**config.mk**
```make
export PLATFORM = sky130hd
export DESIGN_NAME = video_input_demux_flat
export DESIGN_NICKNAME = d
export VERILOG_FILES = /design/src/video_in_pkg.sv /design/src/pixel_link_if.sv /design/src/video_input_demux.sv /design/src/flat_wrapper.sv
export VERILOG_INCLUDE_DIRS = /design/src /design/src/src
export SDC_FILE = /design/constraint.sdc
export NUM_CORES = 1
export LEC_CHECK = 0
export ABC_AREA = 1
export BUFFER_PORTS_ARGS = -buffer_cell sky130_fd_sc_hd__clkbuf_2
export CORE_ASPECT_RATIO = 0.7
export CORE_MARGIN = 2
export CORE_UTILIZATION = 50
export CTS_CLUSTER_SIZE = 16
export DETAILED_ROUTE_END_ITERATION = 6
export GPL_TIMING_DRIVEN = 0
export PLACE_DENSITY = 0.7
export SYNTH_ARGS = -nofsm -noshare
export SYNTH_HDL_FRONTEND = slang
export SYNTH_SLANG_ARGS = --single-unit
```
**constraint.sdc**
```tcl
create_clock -name CLK -period 8.2 [get_ports CLK]
set_clock_uncertainty 0.05 [all_clocks]
set_input_delay 0.41 -clock CLK [delete_from_list [all_inputs] [get_ports CLK]]
set_output_delay 0.41 -clock CLK [all_outputs]
set_load 0.005 [all_outputs]
```
**src/video_in_defs.svh**
```systemverilog
`ifndef VIDEO_IN_DEFS_SVH
`define VIDEO_IN_DEFS_SVH

// ---------------------------------------------------------------
// input format select codes
// ---------------------------------------------------------------
`define FMT_YUV411_SERIAL 3'h0
`define FMT_YUV411_WORD   3'h1
`define FMT_YUV422_MUX    3'h2
`define FMT_YUV422_PAR    3'h3
`define FMT_YUV444        3'h4
`define FMT_RGB444        3'h5
`define FMT_RESERVED      3'h6
`define FMT_INDEXED       3'h7

// ---------------------------------------------------------------
// widths and counts
// ---------------------------------------------------------------
`define PIX_W             8
`define RT_W              22
`define ACC_W             32
`define PHASE_OUT_W       12
`define GROUP_LEN         4
`define PAL_FIELD_SEQ     8
`define NTSC_FIELD_SEQ    4
`define FIELD_CNT_W       3
`define OFFSET_SHIFT      8
`define LINES_625         625
`define LINES_525         525

`endif

```
**src/video_in_pkg.sv**
```systemverilog
package video_in_pkg;

  typedef enum logic [2:0] {
    FMT_YUV411_SERIAL = 3'h0,
    FMT_YUV411_WORD   = 3'h1,
    FMT_YUV422_MUX    = 3'h2,
    FMT_YUV422_PAR    = 3'h3,
    FMT_YUV444        = 3'h4,
    FMT_RGB444        = 3'h5,
    FMT_RESERVED      = 3'h6,
    FMT_INDEXED       = 3'h7
  } fmt_t;

  typedef enum logic [1:0] {
    SC_INTERNAL = 2'b00,
    SC_EXTERNAL = 2'b01,
    SC_HPLL     = 2'b10,
    SC_GENLOCK  = 2'b11
  } sc_src_t;

endpackage

```
**src/pixel_link_if.sv**
```systemverilog
`timescale 1ns/1ns
`include "video_in_defs.svh"

interface pixel_link_if;
  logic                 pixel_valid;
  logic                 pixel_ready;
  logic                 group_first;
  logic [`PIX_W-1:0]    pixel_port_a;
  logic [`PIX_W-1:0]    pixel_port_b;
  logic [`PIX_W-1:0]    pixel_port_c;
  logic [`RT_W-1:0]     realtime_control_input;
  logic                 realtime_strobe;

  modport source (
    output pixel_valid,
    input  pixel_ready,
    output group_first,
    output pixel_port_a,
    output pixel_port_b,
    output pixel_port_c,
    output realtime_control_input,
    output realtime_strobe
  );

  modport encoder (
    input  pixel_valid,
    output pixel_ready,
    input  group_first,
    input  pixel_port_a,
    input  pixel_port_b,
    input  pixel_port_c,
    input  realtime_control_input,
    input  realtime_strobe
  );
endinterface

```
**src/video_input_demux.sv**
```systemverilog
`timescale 1ns/1ns
`include "video_in_defs.svh"

module video_input_demux
  import video_in_pkg::*;
#(
  parameter int LINE_PIXELS = 864,
  parameter int N_PAL       = 1135,
  parameter int N_NTSC      = 455,
  parameter int HPLL_MULT   = 1024
)
(
  // clock and reset
  input  wire logic                    CLK,
  input  wire logic                    RESET,
  // link to the pixel source
  pixel_link_if.encoder                link,
  // mode control
  input  wire logic [2:0]              INPUT_FORMAT_SELECT,
  input  wire logic                    GENLOCK_MODE,
  input  wire logic                    SLAVE_MODE,
  input  wire logic                    PAL_MODE,
  input  wire logic                    LINES_625_MODE,
  input  wire logic                    REALTIME_CONTROL_ENABLE,
  input  wire logic                    REALTIME_SUBCARRIER_SELECT,
  input  wire logic [7:0]              SUBCARRIER_FREQ_OFFSET,
  input  wire logic [7:0]              CHROMA_PHASE_BYTE,
  input  wire logic                    FIELD_START,
  // demultiplexed samples
  output      logic                    SAMPLE_VALID,
  input  wire logic                    SAMPLE_READY,
  output      logic [`PIX_W-1:0]       SAMPLE_Y,
  output      logic [`PIX_W-1:0]       SAMPLE_U,
  output      logic [`PIX_W-1:0]       SAMPLE_V,
  output      fmt_t                    SAMPLE_FORMAT,
  output      logic                    FORMAT_RESERVED,
  // subcarrier
  output      logic [`PHASE_OUT_W-1:0] SC_PHASE,
  output      logic                    SC_PHASE_RESET,
  output      sc_src_t                 SC_SOURCE
);

  // ---------------------------------------------------------------
  // subcarrier increments per pixel clock
  // ---------------------------------------------------------------
  localparam longint TWO_32   = 64'h1_0000_0000;
  localparam longint INC_P625 = (TWO_32 * (`LINES_625 * N_PAL + 4))
                                / (4 * `LINES_625 * LINE_PIXELS);
  localparam longint INC_P525 = (TWO_32 * (`LINES_525 * N_PAL + 4))
                                / (4 * `LINES_525 * LINE_PIXELS);
  localparam longint INC_NTSC = (TWO_32 * N_NTSC) / (2 * LINE_PIXELS);
  localparam logic [`ACC_W-1:0] INC_PAL625 = INC_P625[`ACC_W-1:0];
  localparam logic [`ACC_W-1:0] INC_PAL525 = INC_P525[`ACC_W-1:0];
  localparam logic [`ACC_W-1:0] INC_NTSC_W = INC_NTSC[`ACC_W-1:0];
  localparam logic [`ACC_W-1:0] HPLL_MULT_W = HPLL_MULT[`ACC_W-1:0];

  // ---------------------------------------------------------------
  // subcarrier source selection
  // ---------------------------------------------------------------
  logic [`ACC_W-1:0] acc;
  logic [`RT_W-1:0]  rt_word;
  logic [2:0]        field_cnt;
  sc_src_t           next_src;

  wire               offset_zero = (SUBCARRIER_FREQ_OFFSET == 8'h00);
  wire               rt_active   = SLAVE_MODE && REALTIME_CONTROL_ENABLE;
  wire [`ACC_W-1:0]  offset_add  = `ACC_W'({{24{SUBCARRIER_FREQ_OFFSET[7]}},
                                   SUBCARRIER_FREQ_OFFSET} << `OFFSET_SHIFT);
  wire [`ACC_W-1:0]  inc_int     = !PAL_MODE ? INC_NTSC_W
                                 : (LINES_625_MODE ? INC_PAL625 : INC_PAL525);
  wire [2*`ACC_W-1:0] hpll_prod  = {{(`ACC_W-`RT_W){1'b0}}, rt_word} * HPLL_MULT_W;
  wire [`ACC_W-1:0]  inc_ext     = {{(`ACC_W-`RT_W){1'b0}}, rt_word};
  wire [2:0]         seq_last    = PAL_MODE ? 3'(`PAL_FIELD_SEQ - 1)
                                            : 3'(`NTSC_FIELD_SEQ - 1);
  wire               seq_wrap    = FIELD_START && (field_cnt >= seq_last);
  wire               reset_ok    = offset_zero && (next_src != SC_GENLOCK);
  wire               do_reset    = seq_wrap && reset_ok;

  always_comb begin
    if (GENLOCK_MODE) begin
      next_src = SC_GENLOCK;
    end else if (rt_active && REALTIME_SUBCARRIER_SELECT) begin
      next_src = SC_EXTERNAL;
    end else if (rt_active) begin
      next_src = SC_HPLL;
    end else begin
      next_src = SC_INTERNAL;
    end
  end

  logic [`ACC_W-1:0] inc_sel;
  always_comb begin
    unique case (next_src)
      SC_EXTERNAL: inc_sel = inc_ext;
      SC_HPLL:     inc_sel = hpll_prod[`ACC_W-1:0] + offset_add;
      SC_INTERNAL: inc_sel = inc_int + offset_add;
      SC_GENLOCK:  inc_sel = inc_int;
    endcase
  end

  // ---------------------------------------------------------------
  // phase accumulator and field sequence
  // ---------------------------------------------------------------
  always_ff @(posedge CLK) begin
    if (RESET) begin
      rt_word <= '0;
    end else if (link.realtime_strobe) begin
      rt_word <= link.realtime_control_input;
    end
  end

  always_ff @(posedge CLK) begin
    if (RESET) begin
      acc            <= '0;
      field_cnt      <= 3'h0;
      SC_PHASE_RESET <= 1'b0;
      SC_SOURCE      <= SC_INTERNAL;
      SC_PHASE       <= '0;
    end else begin
      SC_SOURCE      <= next_src;
      SC_PHASE_RESET <= do_reset;
      acc            <= do_reset ? '0 : acc + inc_sel;
      if (FIELD_START) begin
        field_cnt <= seq_wrap ? 3'h0 : field_cnt + 3'h1;
      end
      // burst phase offset is added after the accumulator
      SC_PHASE <= acc[`ACC_W-1 -: `PHASE_OUT_W]
                  + {CHROMA_PHASE_BYTE, 4'h0};
    end
  end

  // ---------------------------------------------------------------
  // pixel demultiplexer
  // ---------------------------------------------------------------
  logic [1:0]        pos;
  logic [5:0]        cb_sh;
  logic [5:0]        cr_sh;
  logic [`PIX_W-1:0] cb_pend;
  logic [`PIX_W-1:0] cb_hold;
  logic [`PIX_W-1:0] cr_hold;
  logic              skid_valid;

  wire               accept    = link.pixel_valid && link.pixel_ready;
  wire [1:0]         cur_pos   = link.group_first ? 2'h0 : pos;
  wire               even      = !cur_pos[0];
  wire [2:0]         fmt       = INPUT_FORMAT_SELECT;
  wire               reserved  = (fmt == `FMT_RESERVED);
  wire [`PIX_W-1:0]  pa        = link.pixel_port_a;
  wire [`PIX_W-1:0]  pb        = link.pixel_port_b;
  wire [`PIX_W-1:0]  pc        = link.pixel_port_c;
  wire               full_rate = (fmt == `FMT_YUV444) || (fmt == `FMT_RGB444);
  wire               indexed   = (fmt == `FMT_INDEXED);

  // full-rate formats pass B and C straight; subsampled ones use held pair
  wire [`PIX_W-1:0]  in_u = full_rate ? pb : (indexed ? 8'h00 : cb_hold);
  wire [`PIX_W-1:0]  in_v = full_rate ? pc : (indexed ? 8'h00 : cr_hold);
  wire               push = accept && !reserved;

  always_ff @(posedge CLK) begin
    if (RESET) begin
      pos     <= 2'h0;
      cb_sh   <= 6'h00;
      cr_sh   <= 6'h00;
      cb_pend <= 8'h00;
      cb_hold <= 8'h00;
      cr_hold <= 8'h00;
    end else if (accept) begin
      pos <= cur_pos + 2'h1;
      unique case (fmt)
        `FMT_YUV411_SERIAL: begin
          cb_sh <= {cb_sh[3:0], pb[7:6]};
          cr_sh <= {cr_sh[3:0], pb[5:4]};
          if (cur_pos == 2'h3) begin
            cb_hold <= {cb_sh, pb[7:6]};
            cr_hold <= {cr_sh, pb[5:4]};
          end
        end
        `FMT_YUV411_WORD: begin
          if (cur_pos == 2'h0) begin
            cb_pend <= pb;
          end else if (cur_pos == 2'h2) begin
            cb_hold <= cb_pend;
            cr_hold <= pb;
          end
        end
        `FMT_YUV422_MUX: begin
          if (even) begin
            cb_pend <= pb;
          end else begin
            cb_hold <= cb_pend;
            cr_hold <= pb;
          end
        end
        `FMT_YUV422_PAR: begin
          if (even) begin
            cb_hold <= pb;
            cr_hold <= pc;
          end
        end
        default: begin
          cb_pend <= cb_pend;
        end
      endcase
    end
  end

  // ---------------------------------------------------------------
  // two-entry skid buffer toward the sample consumer
  // ---------------------------------------------------------------
  logic [`PIX_W-1:0] skid_y;
  logic [`PIX_W-1:0] skid_u;
  logic [`PIX_W-1:0] skid_v;

  wire               out_free = !SAMPLE_VALID || SAMPLE_READY;

  always_ff @(posedge CLK) begin
    if (RESET) begin
      SAMPLE_VALID    <= 1'b0;
      SAMPLE_Y        <= 8'h00;
      SAMPLE_U        <= 8'h00;
      SAMPLE_V        <= 8'h00;
      SAMPLE_FORMAT   <= FMT_YUV411_SERIAL;
      FORMAT_RESERVED <= 1'b0;
      skid_valid      <= 1'b0;
      skid_y          <= 8'h00;
      skid_u          <= 8'h00;
      skid_v          <= 8'h00;
      link.pixel_ready <= 1'b0;
    end else begin
      FORMAT_RESERVED <= reserved;
      if (out_free) begin
        SAMPLE_VALID <= skid_valid || push;
        if (skid_valid) begin
          SAMPLE_Y   <= skid_y;
          SAMPLE_U   <= skid_u;
          SAMPLE_V   <= skid_v;
          skid_valid <= push;
        end else if (push) begin
          SAMPLE_Y      <= pa;
          SAMPLE_U      <= in_u;
          SAMPLE_V      <= in_v;
          SAMPLE_FORMAT <= fmt_t'(fmt);
        end
      end else if (push) begin
        skid_valid <= 1'b1;
      end
      if (push && (skid_valid || !out_free)) begin
        skid_y <= pa;
        skid_u <= in_u;
        skid_v <= in_v;
      end
      // ready drops on the same edge that fills the second entry and stays low while it is occupied
      link.pixel_ready <= !(skid_valid || (push && !out_free))
                          || (out_free && !skid_valid);
    end
  end

endmodule

```
**src/flat_wrapper.sv**
```systemverilog
// flat-port wrapper written by rule: the top's interface ports become plain ports
module video_input_demux_flat import video_in_pkg::*;
#(
  parameter int LINE_PIXELS = 864,
  parameter int N_PAL       = 1135,
  parameter int N_NTSC      = 455,
  parameter int HPLL_MULT   = 1024
)
  (CLK, RESET, INPUT_FORMAT_SELECT, GENLOCK_MODE, SLAVE_MODE, PAL_MODE, LINES_625_MODE, REALTIME_CONTROL_ENABLE, REALTIME_SUBCARRIER_SELECT, SUBCARRIER_FREQ_OFFSET, CHROMA_PHASE_BYTE, FIELD_START, SAMPLE_VALID, SAMPLE_READY, SAMPLE_Y, SAMPLE_U, SAMPLE_V, SAMPLE_FORMAT, FORMAT_RESERVED, SC_PHASE, SC_PHASE_RESET, SC_SOURCE, link_pixel_valid, link_pixel_ready, link_group_first, link_pixel_port_a, link_pixel_port_b, link_pixel_port_c, link_realtime_control_input, link_realtime_strobe);
  pixel_link_if link_i ();
  input  wire logic CLK;
  input  wire logic RESET;
  input  wire logic [2:0] INPUT_FORMAT_SELECT;
  input  wire logic GENLOCK_MODE;
  input  wire logic SLAVE_MODE;
  input  wire logic PAL_MODE;
  input  wire logic LINES_625_MODE;
  input  wire logic REALTIME_CONTROL_ENABLE;
  input  wire logic REALTIME_SUBCARRIER_SELECT;
  input  wire logic [7:0] SUBCARRIER_FREQ_OFFSET;
  input  wire logic [7:0] CHROMA_PHASE_BYTE;
  input  wire logic FIELD_START;
  output      logic SAMPLE_VALID;
  input  wire logic SAMPLE_READY;
  output      logic [`PIX_W-1:0] SAMPLE_Y;
  output      logic [`PIX_W-1:0] SAMPLE_U;
  output      logic [`PIX_W-1:0] SAMPLE_V;
  output      fmt_t SAMPLE_FORMAT;
  output      logic FORMAT_RESERVED;
  output      logic [`PHASE_OUT_W-1:0] SC_PHASE;
  output      logic SC_PHASE_RESET;
  output      sc_src_t SC_SOURCE;
  input wire logic [$bits(link_i.pixel_valid)-1:0] link_pixel_valid;
  output wire logic [$bits(link_i.pixel_ready)-1:0] link_pixel_ready;
  input wire logic [$bits(link_i.group_first)-1:0] link_group_first;
  input wire logic [$bits(link_i.pixel_port_a)-1:0] link_pixel_port_a;
  input wire logic [$bits(link_i.pixel_port_b)-1:0] link_pixel_port_b;
  input wire logic [$bits(link_i.pixel_port_c)-1:0] link_pixel_port_c;
  input wire logic [$bits(link_i.realtime_control_input)-1:0] link_realtime_control_input;
  input wire logic [$bits(link_i.realtime_strobe)-1:0] link_realtime_strobe;
  assign link_i.pixel_valid = link_pixel_valid;
  assign link_pixel_ready = link_i.pixel_ready;
  assign link_i.group_first = link_group_first;
  assign link_i.pixel_port_a = link_pixel_port_a;
  assign link_i.pixel_port_b = link_pixel_port_b;
  assign link_i.pixel_port_c = link_pixel_port_c;
  assign link_i.realtime_control_input = link_realtime_control_input;
  assign link_i.realtime_strobe = link_realtime_strobe;
  video_input_demux #(.LINE_PIXELS(LINE_PIXELS), .N_PAL(N_PAL), .N_NTSC(N_NTSC), .HPLL_MULT(HPLL_MULT)) u_core (.CLK(CLK), .RESET(RESET), .link(link_i), .INPUT_FORMAT_SELECT(INPUT_FORMAT_SELECT), .GENLOCK_MODE(GENLOCK_MODE), .SLAVE_MODE(SLAVE_MODE), .PAL_MODE(PAL_MODE), .LINES_625_MODE(LINES_625_MODE), .REALTIME_CONTROL_ENABLE(REALTIME_CONTROL_ENABLE), .REALTIME_SUBCARRIER_SELECT(REALTIME_SUBCARRIER_SELECT), .SUBCARRIER_FREQ_OFFSET(SUBCARRIER_FREQ_OFFSET), .CHROMA_PHASE_BYTE(CHROMA_PHASE_BYTE), .FIELD_START(FIELD_START), .SAMPLE_VALID(SAMPLE_VALID), .SAMPLE_READY(SAMPLE_READY), .SAMPLE_Y(SAMPLE_Y), .SAMPLE_U(SAMPLE_U), .SAMPLE_V(SAMPLE_V), .SAMPLE_FORMAT(SAMPLE_FORMAT), .FORMAT_RESERVED(FORMAT_RESERVED), .SC_PHASE(SC_PHASE), .SC_PHASE_RESET(SC_PHASE_RESET), .SC_SOURCE(SC_SOURCE));
endmodule
```
* After elaboration in Yosys (flattened, before gate mapping)
Index checks and enable logic that the tools add are counted.
** Storage, ports and cells
- Bits in registers :: 165
- Input port bits :: 78
- Output and inout bits :: 45
** Cells by class
- Add/subtract/negate cells :: 6
- Order comparisons :: 1
- Eq/ne operators :: 20
- Multiplexer cells :: 36
- Bitwise operators :: 1
- Reduce and logical (&&, ||, !) cells :: 35
** Operators with widths (number)
- $mux 8 :: 21
- $pmux 32 s4 :: 1
- $add 32x32->32 :: 3
- $pmux 8 s4 :: 2
- $mux 32 :: 1
- $pmux 8 s2 :: 1
- $add 12x12->12 :: 1
- $eq 3x3->1 const B :: 4
- $mux 12 :: 1
- $logic_and 1x1->1 :: 10
- $eq 2x2->1 const B :: 4
- $logic_not 8->1 :: 1
- $mux 2 :: 4
- $ne 2x1->1 const B :: 4
- $ne 2x2->1 const B :: 4
- $reduce_and 7->1 :: 1
- $eq 3x2->1 const B :: 2
- $logic_or 1x1->1 :: 6
- $mux 3 :: 2
- $reduce_bool 2->1 :: 3
- $logic_not 1->1 :: 5
- $logic_not 2->1 :: 2
- $reduce_and 2->1 :: 2
- $reduce_and 4->1 :: 1
- 11 further kinds :: 13

* Depth between registers and ports, before layout
- Depth in word-level cells :: 8
- Mapped depth :: 24

* Least setup slack after synthesis
No wires, ideal clock.
- Path type :: input-to-reg
- Start point :: in SUBCARRIER_FREQ_OFFSET[2]
- End point :: reg u_core.acc[31]
- Library setup time :: 0.070 ns
- Arrival :: 3.055 ns
- Data required time :: 8.080 ns
- Setup slack :: 5.025 ns
- Stages on the path :: 19
- Path buffers :: 0
- Cell sequence :: ha_1 -> fa_1 -> nand3_1 -> nand2_1 -> a21oi_1 -> inv_1 -> nand2_1 -> nand2_1 -> or2_2 -> nand3_1 -> a21oi_1 -> ha_1 -> nand2_1 -> o21ai_0 -> a21oi_1 -> or2_1 -> nand3_1 -> nand3_1 -> a21oi_1
** On the way
- Cells in the longest elaborated chain, start to end :: 4
- Elaborated cells on any way between the ends :: 8
** Ends and longest elaborated chain
- start, declared :: RTL line flat_wrapper.sv:20 : input wire logic [7:0] SUBCARRIER_FREQ_OFFSET;
- parallel branches: the longest is 4 deep, another holds $add 32x32->32
- end signal, assigned :: RTL line video_input_demux.sv:122 : acc <= do_reset ? '0 : acc + inc_sel;
- end, declared :: RTL line video_input_demux.sv:60 : logic [`ACC_W-1:0] acc;
Several ways; the timed one is not identified.
A chain may end at the register's enable or synchronous reset.

* Final worst setup path
- Start point :: reg u_core.rt_word[7]
- End point :: reg u_core.acc[21]
** On the way
- Cells in the longest elaborated chain, start to end :: 3
** Ends and longest elaborated chain
- start, declared :: RTL line video_input_demux.sv:61 : logic [`RT_W-1:0] rt_word;
- start signal, assigned :: RTL line video_input_demux.sv:108 : rt_word <= link.realtime_control_input;
- $add 32x32->32 :: RTL line video_input_demux.sv:95 : SC_HPLL: inc_sel = hpll_prod[`ACC_W-1:0] + offset_add;
- $pmux 32 s4 * :: RTL line video_input_demux.sv:93 : unique case (next_src)
- $add 32x32->32 * :: RTL line video_input_demux.sv:122
Mark *: on every way between the ends. The rest lies on a longest branch, timed or not.

==> flow_summary.toml <==
[timing]
finalMaxSlewViolations = 0
setup-violations-final = 0
slew-limit-headroom_pct = 56.9
worstMarginPinSlew_ns = 0.647
final.period_utilization_pct = 48.3
max_freq_mhz = 253
fin_crit_ns = 3.96
setup_slack_ns = 4.24
rsz0062_at_grt = "no"
fin_tns_setup_ns = 0
hold_viol = 0

[power_and_ir_drop]
p_leak_nw = 5.75
p_per_area_mw_per_mm2 = 224
vdd_drop_max_mv = 0.143
total_power_mw = 2.70

[die]
initial_core_util_pct = 50.9
dieArea_mm2 = 0.0223
rows = 44
die_w_um = 178
die_y_um = 125
num_io_pins = 123
core_mm2 = 0.0207

[clocking]
cts.htree.levels = 4
clk_latency_ns = 0.44
cts-root-buf = "clkbuf_16"
clock_sinks = 165
cts_buffer_depth = 2
cts_tree = "done"
hold_buffers = 0
post_cts_buffers = 0
cts_resized = 0
clk_pin_slew_ns = 0.07
cts_buffers = 17

[synth]
synth_xor_area_share_pct = 1.16
netlist_area_mm2 = 0.0105
synthesis.nets = 1722
yosysUniqueCellTypes = 53
synthCells = 1562
yosys.area_share.simple_pct = 24.6
ys_ff_latch = 165
avgSynthCellArea_um2 = 6.75
synth_edf_count = 0
yosysWarnings = 0
synth_compound_area_share_pct = 24.1
ys_seq_area_share_pct = 31.3
synth_top_family_by_area = "simple AND/OR/NAND/NOR gates"
synthMuxAreaShare_pct = 0
ys.flop_type = "dfxtp_1"
synthAdderAreaFrac_pct = 10.0
async_flop_share_pct = 0

[critical_path]
rr_endpoint = "u_core.acc[21]"
worstReg2RegStart = "u_core.rt_word[7]"
cp.arrival_ns = 4.22
worstSetupPathType = "flip-flop to flip-flop"
critPathRequiredTime_ns = 8.47
reg2reg_depth = 15
reg2reg_slack_ns = 4.24
endpoint = "u_core.acc[21]"
cp_max_fo = 6
worstSetupStartpointType = "flip-flop"
critPathLaunch = "u_core.rt_word[7]"
cp-end-kind = "flip-flop"

[hold_path]
hold_path_class = "input port to flip-flop"
min_path_cells = 3

[drt]
num_vias = 11200
firstDrtPassIters = 5
drt-initial-drc-count = 1178
routedWlPerCell_um = 17.3
antenna_left = 0
vias_per_cell = 5.63
drc = 0
wirelength_um = 34500

[global_route]
globalRouteTotalUtil_pct = 31.0
antenna_found_initial = 1
overflow = 0
grt_pass1_vias = 9930
gr-usage-met1_pct = 51.3
use_met3_pct = 6.20
grtUsageMet2_pct = 39.6
grt_pass1_wl_um = 53700
grt_max_degree = 22
grt.busiest_layer = "met1"

[placement]
placed_cell_area_mm2 = 0.0115
pre_cts_slack_ns = 4.01
portBuffers = 121
gp_congestion = 0.984
hpwl_um = 27200

[finish]
nFillCells = 2105
final_common_cell = "nand2_1"
layout_common_cells = "nand2_1 (261), nor2_1 (210), a21oi_1 (193), inv_1 (173), dfxtp_1 (165)"
fin_util_pct = 58.2
synthToLayoutAreaGrowth_pct = 14.2
fin_area_mm2 = 0.0120
final-seq-area_mm2 = 0.00330
antenna_cells = 0
nets = 1862
drive_above_1_share_pct = 13.2
multi_input_area_mm2 = 0.00631

[run_status]
outcome = "completed"

[flow_run]
max-cap-violations = 0
==> synth_stat cells (all sizes together), types with 3 or more instances <==
cell	count	area [um2]
fa	4	80.1
xnor2	3	26.3
o22ai	26	163
nor4	4	25.0
nor3b	3	27.5
nor3	13	86.3
a21o	6	45.0
nand3	60	330
nand2	271	1060
a21oi	197	1000
nor2	215	840
o21ai	168	860
o211ai	3	22.5
nand4	14	87.6
a211oi	3	22.5
a31oi	26	163
xor2	11	96.3
dfxtp	165	3300
o2111ai	3	26.3
nand3b	3	22.5
or2	15	93.8
a21boi	7	52.6
inv	185	697
o21a	3	22.5
a22oi	8	60.1
clkbuf	32	120
ha	78	976
o21bai	9	67.6
buf	20	115
==> layer usage <==
| layer | wire (um) | part of all wire [%] | vias up |
|---|---|---|---|
| met2 | 12900 | 37 | 499 |
| met4 | 444 | 1.3 | 0 |
| met3 | 3260 | 9.4 | 37 |
| met1 | 18000 | 52 | 5138 |
| li1 | - | - | 5541 |
| met5 | 0 | 0 | - |
==> worst max-delay path, cell delays in order, from the launching register on <==
cell and delay, ns:
dfxtp_1 0.47, ha_1 0.34, a21oi_1 0.27, o21ai_0 0.23, a21oi_1 0.21, inv_1 0.11
a21boi_0 0.15, o21ai_0 0.11, a31oi_1 0.37, ha_1 0.39, a21oi_1 0.29, o21ai_0 0.16
a21o_1 0.20, a21oi_1 0.29, or2_1 0.15, a21oi_1 0.05
==> how the worst min path moves through the flow <==
stage / start / slack, ns / to
after floorplan: u_core.acc[20] / 0.36 / u_core.SC_PHASE[0]
after global placement: u_core.acc[23] / 0.37 / u_core.SC_PHASE[3]
after detailed placement: u_core.acc[23] / 0.38 / u_core.SC_PHASE[3]
after CTS: link_realtime_control_input[1] / 0.13 / u_core.rt_word[1]
after global routing: link_realtime_control_input[6] / 0.15 / u_core.rt_word[6]
final: link_realtime_control_input[1] / 0.14 / u_core.rt_word[1]
==> cell type report <==
class	instances	area share (%)
plain buffers	52	1.95
multi-input cells	1160	52.4
flip-flops and latches	165	27.4
well taps	276	2.87
clock inverters	12	0.779
inverters	185	5.79
clock buffers	20	3.79
repair buffers	121	5.03
==> registers in the layout, indices dropped and copies added (netlist names), 2 cells and up <==
name / count
u_core.acc: 32
u_core.rt_word: 22
u_core.SC_PHASE: 12
u_core.SAMPLE_U: 8
u_core.SAMPLE_V: 8
u_core.SAMPLE_Y: 8
u_core.cb_hold: 8
u_core.cb_pend: 8
u_core.cr_hold: 8
u_core.skid_u: 8
u_core.skid_v: 8
u_core.skid_y: 8
u_core.cb_sh: 6
u_core.cr_sh: 6
u_core.SAMPLE_FORMAT: 3
u_core.field_cnt: 3
u_core.SC_SOURCE: 2
u_core.pos: 2
==> power by group <==
part	internal (mW)	switching, mW
combinational	0.336	0.632
clock	0.409	0.360
sequential	0.903	0.0597
==> metrics by stage <==
stage          cells  hold WS [ns]
2_1_floorplan   1562         0.357
6_report        1991         0.135
4_1_cts         1991         0.134
3_3_place_gp    1959         0.372
5_1_grt         1991         0.148
3_5_place_dp    1959         0.376
==> cell families after synthesis <==
family / count (synthesis)
flops: 165
simple gates: 601
fa+ha+maj: 82
buf+inv: 237
xor+xnor: 14
compound gates: 463
Note: power is estimated with default switching activity, not from simulation.
